[src/mode_sm_consts.svh]
/*
 * constants of the operating-mode state machine: register offsets, field
 * positions, reset values and timing counts.
 * assumes a 100 MHz core clock and a plain address/strobe register port.
 */
`ifndef MODE_SM_CONSTS_SVH
`define MODE_SM_CONSTS_SVH

// register offsets (8-bit index)
`define OFS_MODE_CTRL 8'h01
`define OFS_HARDWARE_CONTROL_REG 8'h0e
`define OFS_WAKE_LVL 8'h44
`define OFS_SUP_STAT 8'h40
`define OFS_DEV_STAT 8'h43
`define OFS_SPI_FRAME 8'h7f

// field positions
`define MODE_LSB 6
`define MODE_MSB 7
`define HWCTRL_FAILCNT_BIT 6
`define HWCTRL_OVRST_BIT 3
`define WKLVL_PINCFG_BIT 6
`define SUP_POR_BIT 0
`define SUP_OV_BIT 1
`define DEV_FAILOUT_BIT 0
`define DEV_DEBUG_BIT 1
`define DEV_WDFAIL_LSB 2

// reset values
`define HARDWARE_CONTROL_REG_RST 16'h0000
// synchroniser reset levels, one bit per input: the debug pin idles high
`define SYNC_RST 8'h40

// timing: reset delay 10 ms, long open window 200 ms, config filter 2 us
`define RESET_DELAY_US 10000
`define RESET_DELAY_CYC ((`RESET_DELAY_US) * 100)
`define LONG_WINDOW_US 200000
`define LONG_WINDOW_CYC ((`LONG_WINDOW_US) * 100)
`define CFG_FILTER_NS 2000
`define CFG_FILTER_CYC (((`CFG_FILTER_NS) + 9) / 10)

`endif

[src/mode_sm_pkg.sv]
/*
 * types of the operating-mode state machine.
 * assumes nothing beyond a SystemVerilog compiler.
 */
package mode_sm_pkg;

	// the six operating modes
	typedef enum logic [2:0] {
		MODE_INIT = 3'b000,
		MODE_NORMAL = 3'b001,
		MODE_STOP = 3'b010,
		MODE_SLEEP = 3'b011,
		MODE_RESTART = 3'b100,
		MODE_FAILSAFE = 3'b101
	} op_mode_type;

	// mode request code written by software into the mode field
	typedef enum logic [1:0] {
		REQ_NORMAL = 2'b00,
		REQ_SLEEP = 2'b01,
		REQ_STOP = 2'b10,
		REQ_RESET = 2'b11
	} mode_req_type;

endpackage

[src/operating_mode_state_machine.sv]
/*
 * operating-mode state machine: mode sequencing, hardware configuration
 * latch from the interrupt pin, watchdog-failure and overvoltage handling.
 * assumes a 16-bit frame decoder beside it that presents each received frame
 * as a register access, and supply/watchdog monitors that give level inputs
 * from other domains (they are synchronised here).
 */
// The placing of the registers and the plain strobed port were chosen for this implementation.
`include "mode_sm_consts.svh"
`timescale 1ns/1ps
`default_nettype none

module operating_mode_state_machine
	import mode_sm_pkg::*;
#(
	parameter int unsigned RESET_DELAY = `RESET_DELAY_CYC,
	parameter int unsigned LONG_WINDOW = `LONG_WINDOW_CYC
) (
	// clock and power-on reset
	input wire logic mclk,
	input wire logic rst_n,
	// register port, one 16-bit frame per access
	input wire logic [7:0] regAddr,
	input wire logic [15:0] regWdata,
	input wire logic regWr,
	input wire logic regRd,
	output logic [15:0] regRdata,
	// asynchronous monitors and pins
	input wire logic mainSupplyOk,
	input wire logic mainOvervoltage,
	input wire logic wdFailIn,
	input wire logic wdTrigger,
	input wire logic wakeEvent,
	input wire logic overtemp,
	input wire logic debugSelectPin_n,
	input wire logic intPinIn,
	// pin and supply controls
	output logic intPullDown,
	output logic resetOutput_n,
	output logic mainSupplyEn,
	output logic failOutputs,
	output logic debugMode,
	output logic wdHalt,
	output logic wakeAccepted,
	output logic [2:0] modeState
);

	localparam logic [24:0] RD_CNT = 25'(RESET_DELAY);
	localparam logic [24:0] LW_CNT = 25'(LONG_WINDOW); // 25 bits hold the full long window
	localparam logic [7:0] FLT_CNT = 8'(`CFG_FILTER_CYC);

	// two-stage synchronisers for every asynchronous input, one generate loop
	localparam int NSYNC = 8;
	localparam logic [NSYNC-1:0] SYNC_IDLE = `SYNC_RST; // idle levels, no false debug entry
	logic [NSYNC-1:0] asyncIn;
	logic [NSYNC-1:0] syncA_q;
	logic [NSYNC-1:0] syncB_q;
	assign asyncIn = {intPinIn, debugSelectPin_n, overtemp, wakeEvent, wdTrigger,
		wdFailIn, mainOvervoltage, mainSupplyOk};
	genvar gi;
	generate
		for (gi = 0; gi < NSYNC; gi++) begin : g_sync
			// first stage feeds only the second stage
			always_ff @(posedge mclk or negedge rst_n) begin
				if (!rst_n) begin
					syncA_q[gi] <= SYNC_IDLE[gi];
					syncB_q[gi] <= SYNC_IDLE[gi];
				end else begin
					syncA_q[gi] <= asyncIn[gi];
					syncB_q[gi] <= syncA_q[gi];
				end
			end
		end
	endgenerate
	logic supOk, ovIn, wdFail, wdTrig, wake, otIn, dbgPin_n, intPin;
	assign {intPin, dbgPin_n, otIn, wake, wdTrig, wdFail, ovIn, supOk} = syncB_q;

	// edge memory for event inputs
	logic wdFailPrev_q, ovPrev_q, wakePrev_q;
	logic wdFailEv, ovEv, wakeEv;
	assign wdFailEv = wdFail & ~wdFailPrev_q;
	assign ovEv = ovIn & ~ovPrev_q;
	assign wakeEv = wake & ~wakePrev_q;

	// state registers
	op_mode_type mode_q, mode_d;
	logic [24:0] timer_q, timer_d; // reset delay or long window counter
	logic [1:0] modeBits_q, modeBits_d; // software mode field
	logic failCntSel_q, failCntSel_d; // fail-count select
	logic ovRstEn_q, ovRstEn_d; // overvoltage reset enable
	logic porFlag_q, porFlag_d; // power-on flag
	logic ovFlag_q, ovFlag_d; // main overvoltage flag
	logic pinCfg_q, pinCfg_d; // latched pin config
	logic cfgLatched_q, cfgLatched_d; // config taken at least once
	logic [7:0] flt_q, flt_d; // stability filter count
	logic stable_q, stable_d; // pin held steady through a filter time
	logic fltLvl_q, fltLvl_d; // filtered pin level
	logic [1:0] wdFailCnt_q, wdFailCnt_d;
	logic failOut_q, failOut_d;
	logic debug_q, debug_d;
	logic resetOut_q, resetOut_d;
	logic pull_q, pull_d;
	logic wakeAcc_q, wakeAcc_d;
	logic [15:0] rdata_q, rdata_d;
	logic frameSeen;
	logic wdEvent;

	// any access counts as a received frame
	assign frameSeen = regWr | regRd;
	// a halted watchdog never fails; a missed long window counts as a failure
	assign wdEvent = ~debug_q & (wdFailEv |
		(mode_q == MODE_INIT && timer_q == 25'h0000000 && cfgLatched_q));

	// next-state logic for mode, configuration and flags
	always_comb begin
		logic goFail;
		logic goRestart;
		logic failNow;
		goFail = 1'b0;
		goRestart = 1'b0;
		failNow = 1'b0;
		mode_d = mode_q;
		timer_d = (timer_q != 25'h0000000) ? timer_q - 25'h0000001 : timer_q;
		modeBits_d = modeBits_q;
		failCntSel_d = failCntSel_q;
		ovRstEn_d = ovRstEn_q;
		porFlag_d = porFlag_q;
		ovFlag_d = ovFlag_q;
		pinCfg_d = pinCfg_q;
		cfgLatched_d = cfgLatched_q;
		flt_d = flt_q;
		stable_d = stable_q;
		fltLvl_d = fltLvl_q;
		wdFailCnt_d = wdFailCnt_q;
		failOut_d = failOut_q;
		debug_d = debug_q;
		resetOut_d = resetOut_q;
		pull_d = pull_q;
		wakeAcc_d = 1'b0;

		// continuous filter while the pull-down is active
		if (pull_q) begin
			if (intPin != fltLvl_q) begin
				fltLvl_d = intPin;
				flt_d = 8'h00;
				stable_d = 1'b0;
			end else if (flt_q >= FLT_CNT - 8'h01) begin
				stable_d = 1'b1;
			end else begin
				flt_d = flt_q + 8'h01;
			end
		end

		// debug mode is sampled only while in init
		if (mode_q == MODE_INIT && !dbgPin_n) debug_d = 1'b1;

		// software writes: one frame sets a register
		if (regWr) begin
			case (regAddr)
				`OFS_MODE_CTRL: modeBits_d = regWdata[`MODE_MSB:`MODE_LSB];
				`OFS_HARDWARE_CONTROL_REG: begin
					failCntSel_d = regWdata[`HWCTRL_FAILCNT_BIT];
					ovRstEn_d = regWdata[`HWCTRL_OVRST_BIT];
				end
				`OFS_SUP_STAT: begin
					// write one to clear; an arriving event wins below
					if (regWdata[`SUP_POR_BIT]) porFlag_d = 1'b0;
					if (regWdata[`SUP_OV_BIT]) ovFlag_d = 1'b0;
				end
				default: ;
			endcase
		end

		// overvoltage: flag always, action only when enabled
		if (ovEv) begin
			ovFlag_d = 1'b1;
			if (ovRstEn_q && (mode_q == MODE_NORMAL || mode_q == MODE_STOP)) begin
				failNow = 1'b1;
				if (pinCfg_q) goRestart = 1'b1;
				else goFail = 1'b1;
			end
		end

		// watchdog failure mapping by configuration
		if (wdEvent && mode_q != MODE_RESTART && mode_q != MODE_FAILSAFE
			&& mode_q != MODE_SLEEP) begin
			if (wdFailCnt_q != 2'b11) wdFailCnt_d = wdFailCnt_q + 2'b01;
			if (failCntSel_q || wdFailCnt_q != 2'b00) failNow = 1'b1;
			if (pinCfg_q) goRestart = 1'b1;
			else if (!failCntSel_q && wdFailCnt_q == 2'b00) goRestart = 1'b1;
			else goFail = 1'b1;
		end
		if (failNow) failOut_d = 1'b1;

		// mode sequencing
		case (mode_q)
			MODE_INIT: begin
				// a trigger inside the long window keeps it from running out
				if (wdTrig && cfgLatched_q) timer_d = LW_CNT;
				if (wakeEv) wakeAcc_d = 1'b0;
				if (goRestart || goFail) begin
					mode_d = MODE_RESTART;
				end else if (frameSeen && cfgLatched_q) begin
					mode_d = MODE_NORMAL;
				end
			end
			MODE_NORMAL, MODE_STOP: begin
				wakeAcc_d = wakeEv;
				if (goFail) mode_d = MODE_FAILSAFE;
				else if (goRestart || !supOk) mode_d = MODE_RESTART;
				else if (modeBits_q == REQ_SLEEP) mode_d = MODE_SLEEP;
				else if (modeBits_q == REQ_STOP) mode_d = MODE_STOP;
				else if (modeBits_q == REQ_RESET) mode_d = MODE_RESTART;
				else mode_d = MODE_NORMAL;
			end
			MODE_SLEEP: begin
				if (wakeEv) begin
					wakeAcc_d = 1'b1;
					mode_d = MODE_RESTART;
				end
			end
			MODE_FAILSAFE: begin
				// supply off until a wake or the end of overtemperature
				if (wakeEv || !otIn) begin
					wakeAcc_d = wakeEv;
					mode_d = MODE_RESTART;
				end
			end
			MODE_RESTART: begin
				modeBits_d = 2'b00;
				// leave only once supply is good and the delay has run out
				if (!supOk) timer_d = RD_CNT;
				else if (timer_q == 25'h0000000) mode_d = MODE_NORMAL;
			end
			default: mode_d = MODE_INIT;
		endcase

		// entering restart: reset asserted, delay reloaded
		if (mode_d == MODE_RESTART && mode_q != MODE_RESTART) begin
			timer_d = RD_CNT;
			resetOut_d = 1'b0;
			modeBits_d = 2'b00;
			if (porFlag_q) begin
				pull_d = 1'b1;
				flt_d = 8'h00;
				stable_d = 1'b0;
				fltLvl_d = intPin;
			end
		end
		if (mode_q == MODE_FAILSAFE) resetOut_d = 1'b0;

		// power-up reset delay before the first release
		if (mode_q == MODE_INIT && !cfgLatched_q) begin
			if (!supOk) timer_d = RD_CNT;
			else if (timer_q != 25'h0000000) timer_d = timer_q - 25'h0000001;
			else begin
				resetOut_d = 1'b1;
				timer_d = LW_CNT;
			end
		end

		// leaving restart releases the reset output
		if (mode_q == MODE_RESTART && mode_d == MODE_NORMAL) resetOut_d = 1'b1;

		// rising edge of the reset output latches the configuration
		if (resetOut_d && !resetOut_q && pull_q) begin
			pinCfg_d = stable_d ? fltLvl_d : 1'b0;
			cfgLatched_d = 1'b1;
			pull_d = 1'b0;
		end
	end

	// readback, one cycle after the read strobe
	always_comb begin
		rdata_d = 16'h0000;
		if (regRd) begin
			case (regAddr)
				`OFS_MODE_CTRL: rdata_d[`MODE_MSB:`MODE_LSB] = modeBits_q;
				`OFS_HARDWARE_CONTROL_REG: begin
					rdata_d[`HWCTRL_FAILCNT_BIT] = failCntSel_q;
					rdata_d[`HWCTRL_OVRST_BIT] = ovRstEn_q;
				end
				`OFS_WAKE_LVL: rdata_d[`WKLVL_PINCFG_BIT] = pinCfg_q;
				`OFS_SUP_STAT: begin
					rdata_d[`SUP_POR_BIT] = porFlag_q;
					rdata_d[`SUP_OV_BIT] = ovFlag_q;
				end
				`OFS_DEV_STAT: begin
					rdata_d[`DEV_FAILOUT_BIT] = failOut_q;
					rdata_d[`DEV_DEBUG_BIT] = debug_q;
					rdata_d[`DEV_WDFAIL_LSB+1:`DEV_WDFAIL_LSB] = wdFailCnt_q;
					rdata_d[10:8] = mode_q;
				end
				default: rdata_d = 16'h0000;
			endcase
		end
	end

	// register everything; power-on reset starts in init with supply on
	always_ff @(posedge mclk or negedge rst_n) begin
		if (!rst_n) begin
			mode_q <= MODE_INIT;
			timer_q <= RD_CNT;
			modeBits_q <= 2'b00;
			failCntSel_q <= 1'(`HARDWARE_CONTROL_REG_RST >> `HWCTRL_FAILCNT_BIT);
			ovRstEn_q <= 1'b0;
			porFlag_q <= 1'b1;
			ovFlag_q <= 1'b0;
			pinCfg_q <= 1'b0;
			cfgLatched_q <= 1'b0;
			flt_q <= 8'h00;
			stable_q <= 1'b0;
			fltLvl_q <= 1'b0;
			wdFailCnt_q <= 2'b00;
			failOut_q <= 1'b0;
			debug_q <= 1'b0;
			resetOut_q <= 1'b0;
			pull_q <= 1'b1;
			wakeAcc_q <= 1'b0;
			rdata_q <= 16'h0000;
			wdFailPrev_q <= 1'b0;
			ovPrev_q <= 1'b0;
			wakePrev_q <= 1'b0;
		end else begin
			mode_q <= mode_d;
			timer_q <= timer_d;
			modeBits_q <= modeBits_d;
			failCntSel_q <= failCntSel_d;
			ovRstEn_q <= ovRstEn_d;
			porFlag_q <= porFlag_d;
			ovFlag_q <= ovFlag_d;
			pinCfg_q <= pinCfg_d;
			cfgLatched_q <= cfgLatched_d;
			flt_q <= flt_d;
			stable_q <= stable_d;
			fltLvl_q <= fltLvl_d;
			wdFailCnt_q <= wdFailCnt_d;
			failOut_q <= failOut_d;
			debug_q <= debug_d;
			resetOut_q <= resetOut_d;
			pull_q <= pull_d;
			wakeAcc_q <= wakeAcc_d;
			rdata_q <= rdata_d;
			wdFailPrev_q <= wdFail;
			ovPrev_q <= ovIn;
			wakePrev_q <= wake;
		end
	end

	// output flops: each mirrors a state register of the same cycle, mainSupplyEn a decode of the mode, except that intPullDown resets low while pull_q resets high
	always_ff @(posedge mclk or negedge rst_n) begin
		if (!rst_n) begin
			regRdata <= 16'h0000;
			intPullDown <= 1'b0;
			resetOutput_n <= 1'b0;
			mainSupplyEn <= 1'b1;
			failOutputs <= 1'b0;
			debugMode <= 1'b0;
			wdHalt <= 1'b0;
			wakeAccepted <= 1'b0;
			modeState <= 3'b000;
		end else begin
			regRdata <= rdata_d;
			intPullDown <= pull_d;
			resetOutput_n <= resetOut_d;
			mainSupplyEn <= (mode_d != MODE_SLEEP) && (mode_d != MODE_FAILSAFE);
			failOutputs <= failOut_d;
			debugMode <= debug_d;
			wdHalt <= debug_d;
			wakeAccepted <= wakeAcc_d;
			modeState <= mode_d;
		end
	end

endmodule

`default_nettype wire

[config.mk]
export PLATFORM = sky130hd
export DESIGN_NAME = operating_mode_state_machine
export DESIGN_NICKNAME = d
export VERILOG_FILES = /design/src/mode_sm_pkg.sv /design/src/operating_mode_state_machine.sv
export VERILOG_INCLUDE_DIRS = /design/src /design/src/src
export SDC_FILE = /design/constraint.sdc
export NUM_CORES = 1
export LEC_CHECK = 0
export ABC_AREA = 1
export BUFFER_PORTS_ARGS = -buffer_cell sky130_fd_sc_hd__buf_2
export CAP_MARGIN = 25
export CORE_MARGIN = 2
export CORE_UTILIZATION = 62
export DETAILED_ROUTE_END_ITERATION = 6
export PLACE_DENSITY = 0.89
export SYNTH_ARGS = -nofsm -noshare
export SYNTH_HDL_FRONTEND = slang
export SYNTH_SLANG_ARGS = --single-unit
export TNS_END_PERCENT = 10
[constraint.sdc]
create_clock -name mclk -period 6.7 [get_ports mclk]
set_input_delay 1.675 -clock mclk [delete_from_list [all_inputs] [get_ports mclk]]
set_output_delay 1.675 -clock mclk [all_outputs]
set_load 0.05 [all_outputs]
Word-level counts from Yosys, hierarchy flattened. Index checks and enable logic that the tools add are counted.

Input bits: 36. Register bits after elaboration: 90. Output and inout bits: 26. Logic and storage cells: 197.

Muxes and demuxes: 78. Eq/ne operators: 22. Order comparisons: 1. Add/sub/neg operators: 3. Reduce and logical (&&, ||, !) cells: 43. Bitwise gates (word level): 10.

Operator list (count): $mux W25 (7); $pmux W25 S2 (1); $mux W1 (43); $mux W8 (5); $mux W3 (12); $logic_not A25 Y1 (1); $reduce_bool A25 Y1 (1); $sub A25 B1 Y25 const B (1); $eq A8 B7 Y1 const B (3); $logic_and A1 B1 Y1 (16); $pmux W3 S5 (1); $mux W11 (1); $eq A3 B3 Y1 const B (3); $ne A3 B3 Y1 const B (3); $add A8 B1 Y8 const B (1); $eq A8 B1 Y1 const B (1); $eq A8 B4 Y1 const B (1); $ge A8 B8 Y1 const B (1); $mux W2 (4); $reduce_bool A2 Y1 (4); $eq A3 B1 Y1 const B (2); $eq A3 B2 Y1 const B (2); $logic_not A1 Y1 (6); $ne A3 B2 Y1 const B (2); 18 further kinds (35).

Longest topological paths before layout.
Depth in word-level cells: 24. Depth in mapped cells: 23. Gate-level depth less buffers: 23.

Least setup slack after synthesis. Ideal clock, no wire load.

Path type: input-to-reg. Start: input port regAddr[5]. End: register modeBits_q[0]. Cell stages on the path: 4. Arrival: 2.677 ns. Path buffers: 0. Slack: 3.929 ns. Library setup time: 0.094 ns. Path through: nor4_1 > nand4_1 > or2_2 > a211oi_1.

Cells in the longest elaborated chain, start to end: 3.

Ends and longest elaborated chain: from (decl) (RTL line operating_mode_state_machine.sv:23) `input wire logic [7:0] regAddr,`; $eq A8 B1 Y1 (RTL line operating_mode_state_machine.sv:159) `case (regAddr)`; $reduce_bool A3 Y1 (no source line); $reduce_and A2 Y1 (no source line); to (signal assigned) (RTL line operating_mode_state_machine.sv:327) `modeBits_q <= modeBits_d;`; to (decl) (RTL line operating_mode_state_machine.sv:88) `logic [1:0] modeBits_q, modeBits_d;`.

Every way passes these cells. A chain may end at the register's enable or synchronous reset.

Worst setup path in the final report.
Start: input port regWr. End: register timer_q[7].

Cells in the longest elaborated chain, start to end: 9.

Ends and longest elaborated chain: from (decl) (RTL line operating_mode_state_machine.sv:25) `input wire logic regWr,`; $or A1 B1 Y1 (RTL line operating_mode_state_machine.sv:109) `assign frameSeen = regWr | regRd;`; $logic_and A1 B1 Y1 (RTL line operating_mode_state_machine.sv:203) `end else if (frameSeen && cfgLatched_q) begin`; $mux W3 (RTL line operating_mode_state_machine.sv:203); $mux W3 (RTL line operating_mode_state_machine.sv:201) `if (goRestart || goFail) begin`; $pmux W3 S5 (RTL line operating_mode_state_machine.sv:196) `case (mode_q)`; named net mode_d[0] (RTL line operating_mode_state_machine.sv:86) `op_mode_type mode_q, mode_d;`; $eq A3 B3 Y1 (RTL line operating_mode_state_machine.sv:239) `if (mode_d == MODE_RESTART && mode_q != MODE_RESTART) begin`; $logic_and A1 B1 Y1 (RTL line operating_mode_state_machine.sv:239); $mux W25 (RTL line operating_mode_state_machine.sv:239); $mux W25 (RTL line operating_mode_state_machine.sv:253) `if (mode_q == MODE_INIT && !cfgLatched_q) begin`; named net timer_d[7] (RTL line operating_mode_state_machine.sv:87) `logic [24:0] timer_q, timer_d;`; to (signal assigned) (RTL line operating_mode_state_machine.sv:326) `timer_q <= timer_d;`; to (decl) (RTL line operating_mode_state_machine.sv:87).

The timed path passes the listed nets, and every way through them passes these cells.

==> impl_metrics.tcl <==
set metrics [dict create \
    critPathLaunchType "input port" \
    regArea_um2 2090 \
    timing.fmax_mhz 344 \
    cp-end-kind "flop" \
    core_um2 6870 \
    port_buffers 43 \
    cts_max_level 3 \
    syn2layout_area_growth_pct 10.5 \
    grt_max_degree 84 \
    layout_common_cells "84 x inv_1, 71 x nand2_1, 71 x dfrtp_1, 64 x nor2_1, 43 x buf_2" \
    cts_tree "done" \
    wl_um 9670 \
    via_per_inst 5.48 \
    first_pass_iters 5 \
    grtUsageTotal_pct 25.9 \
    grt_pass1_wl_um 15600 \
    grt_pass1_vias 3610 \
    layout_commonest_cell "inv_1" \
    clock_sinks 83 \
    synth_edf_count 0 \
    rsz0062_at_grt "no" \
    powerDensity_nw_per_um2 197 \
    wl_per_cell_um 14.1 \
    nNetsFinal 629 \
    synth-seq-area-share_pct 46.8 \
    grt.overflow.total 0 \
    cts_resized 0 \
    slew_viol_final 0 \
    cts-root-buf "clkbuf_8" \
    insertion_delay_ps 360 \
    antenna_found_initial 0 \
    die_h_um 88.9 \
    cts_hold_buf 0 \
    cts_inserted_buffers 9 \
    cts_setup_buffers 0 \
    hold_violations 0 \
    worst_ep_arrival_time_ps 3160 \
    avgSynthCellArea_um2 8.33 \
    multi_input_area_um2 1950 \
    period_needed_ps 2910 \
    die-width_um 88.9 \
    num_rows 30 \
    nFillCells 494 \
    power_mw 0.973 \
    outcome "completed" \
    peakVddDrop_v 0.000145 \
    leakage_nw 2.45 \
    cp_max_fo 14 \
    ios 62 \
    max_slew_margin_pct 56.5 \
    async_reset_ff_share_pct 100 \
    drv_cap 0 \
    fp.dieArea_um2 7900 \
    hp-class "reg2reg" \
    ys.flop_type "dfrtp_1" \
    synth_cells 536 \
    drt_iter0_markers 322 \
    cp.required_ps 6950 \
    fin_crit_sh_pct 43.4 \
    worstSetupPathType "in2reg" \
    netlist-cell-type-count 49 \
    place_hpwl_um 6820 \
    setup_viol 0 \
    fin_tns_setup_ps 0 \
    drive_gt1_share_pct 20.3 \
    initial_core_util_pct 65.0 \
    n_antenna_cell 0 \
    yosysWarningCount 0 \
    vias 3762 \
    worst_pin_slew_ps 647 \
    finalClockSkew_ps 9.55 \
    synth_area_um2 4470 \
    drtAntennaViolNets 0 \
    clk_pin_slew_ps 80 \
    synth_seq_cells 83 \
    place.gp.congestion 0.893 \
    remaining_drc_errors 0 \
    cts-root-to-sink-buffers 2 \
]
where the power goes:
part / switching [mW] / leakage, nW / internal [mW]
clock: 0.177 / 0.0936 / 0.156
sequential: 0.0143 / 1.04 / 0.522
combinational: 0.0693 / 1.32 / 0.0338
registers in the layout, indices dropped and copies added (netlist names), 2 cells and up:
name and count:
regRdata 9, modeState 3, syncA_q 8, wdFailCnt_q 2
timer_q 25, flt_q 8, modeBits_q 2
through the flow:
stage	std cells	instance area (um2)	hold WS [ps]	utilization [%]	worst slack (ps)
after global routing	686	4930	358	71.8	3530
after floorplan	542	4490	331	-	3930
after global placement	668	4730	334	68.8	3490
after CTS	685	4910	353	71.5	3790
final	686	4930	351	71.8	3790
after detailed placement	669	4730	336	68.9	3440
worst max-delay path: stages:
cell and delay, ps:
buf_2 130, o21a_1 180, nand3_1 70, nand2_1 50, inv_1 70, nand2_2 80
nor2_4 100, nand3_4 200, nand2_2 300, nand2_1 130, and3_1 170
cell usage after synthesis (4+ instances only):
cell type / number / area (um2)
inv_1: 84 / 315
dfrtp_1: 71 / 1780
nand2_1: 71 / 267
nor2_1: 64 / 240
a21oi_1: 29 / 145
o21ai_0: 28 / 140
nand3_1: 26 / 130
dfstp_2: 12 / 315
nor2_2: 12 / 75.1
nor3_1: 12 / 60.1
xor2_1: 12 / 105
nand2_2: 11 / 68.8
nand4_1: 11 / 68.8
buf_4: 8 / 60.1
ha_1: 8 / 100
inv_2: 8 / 30.0
a211oi_1: 7 / 52.6
nor2_4: 6 / 67.6
nor4_1: 5 / 31.3
a31oi_1: 4 / 25.0
o22ai_1: 4 / 25.0
or2_2: 4 / 25.0
final cells by class:
cell class,instances,share of cell area (%)
repair buffers,45,4.92
multi-input cells,352,39.4
clock buffers,13,3.22
well taps,96,2.43
inverters,94,7.15
clock inverters,3,0.456
flip-flops and latches,83,42.4
metal layers:
layer  track usage (%)  share of wire, %  up-vias
met5                 0                 0        -
met4              12.7               3.0        0
met3              5.22               4.9       34
met2              43.3                51      119
met1              32.1                41     1787
li1                  -                 -     1822
path summary, 6_finish.rpt:
| path | end | from | slack [ps] | cells after the start |
|---|---|---|---|---|
| setup reg to reg | timer_q[7] | timer_q[0] | 3790 | 20 |
| hold reg to reg | supOk | syncA_q[0] | 350 | 0 |
| max in group asynchronous | timer_q[6] | rst_n | 4740 | 2 |
| hold / removal | supOk | syncA_q[0] | 350 | 0 |
| setup / recovery | timer_q[7] | regWr | 3790 | 11 |
| min in group asynchronous | regRdata[3] | rst_n | 1290 | 1 |
cells by family (layout without fill, tap and decap cells):
| kind of cell | after synthesis | in the layout | synth area share (%) |
|---|---|---|---|
| buf+inv | 107 | 155 | 10.1 |
| other cells | 1 | 7 | 0.0840 |
| simple gates | 235 | 235 | 26.5 |
| fa+ha+maj | 8 | 8 | 2.24 |
| xor+xnor | 14 | 14 | 2.75 |
| compound gates | 88 | 88 | 11.5 |
| flops | 83 | 83 | 46.8 |
Note: power is estimated with default switching activity, not from simulation.
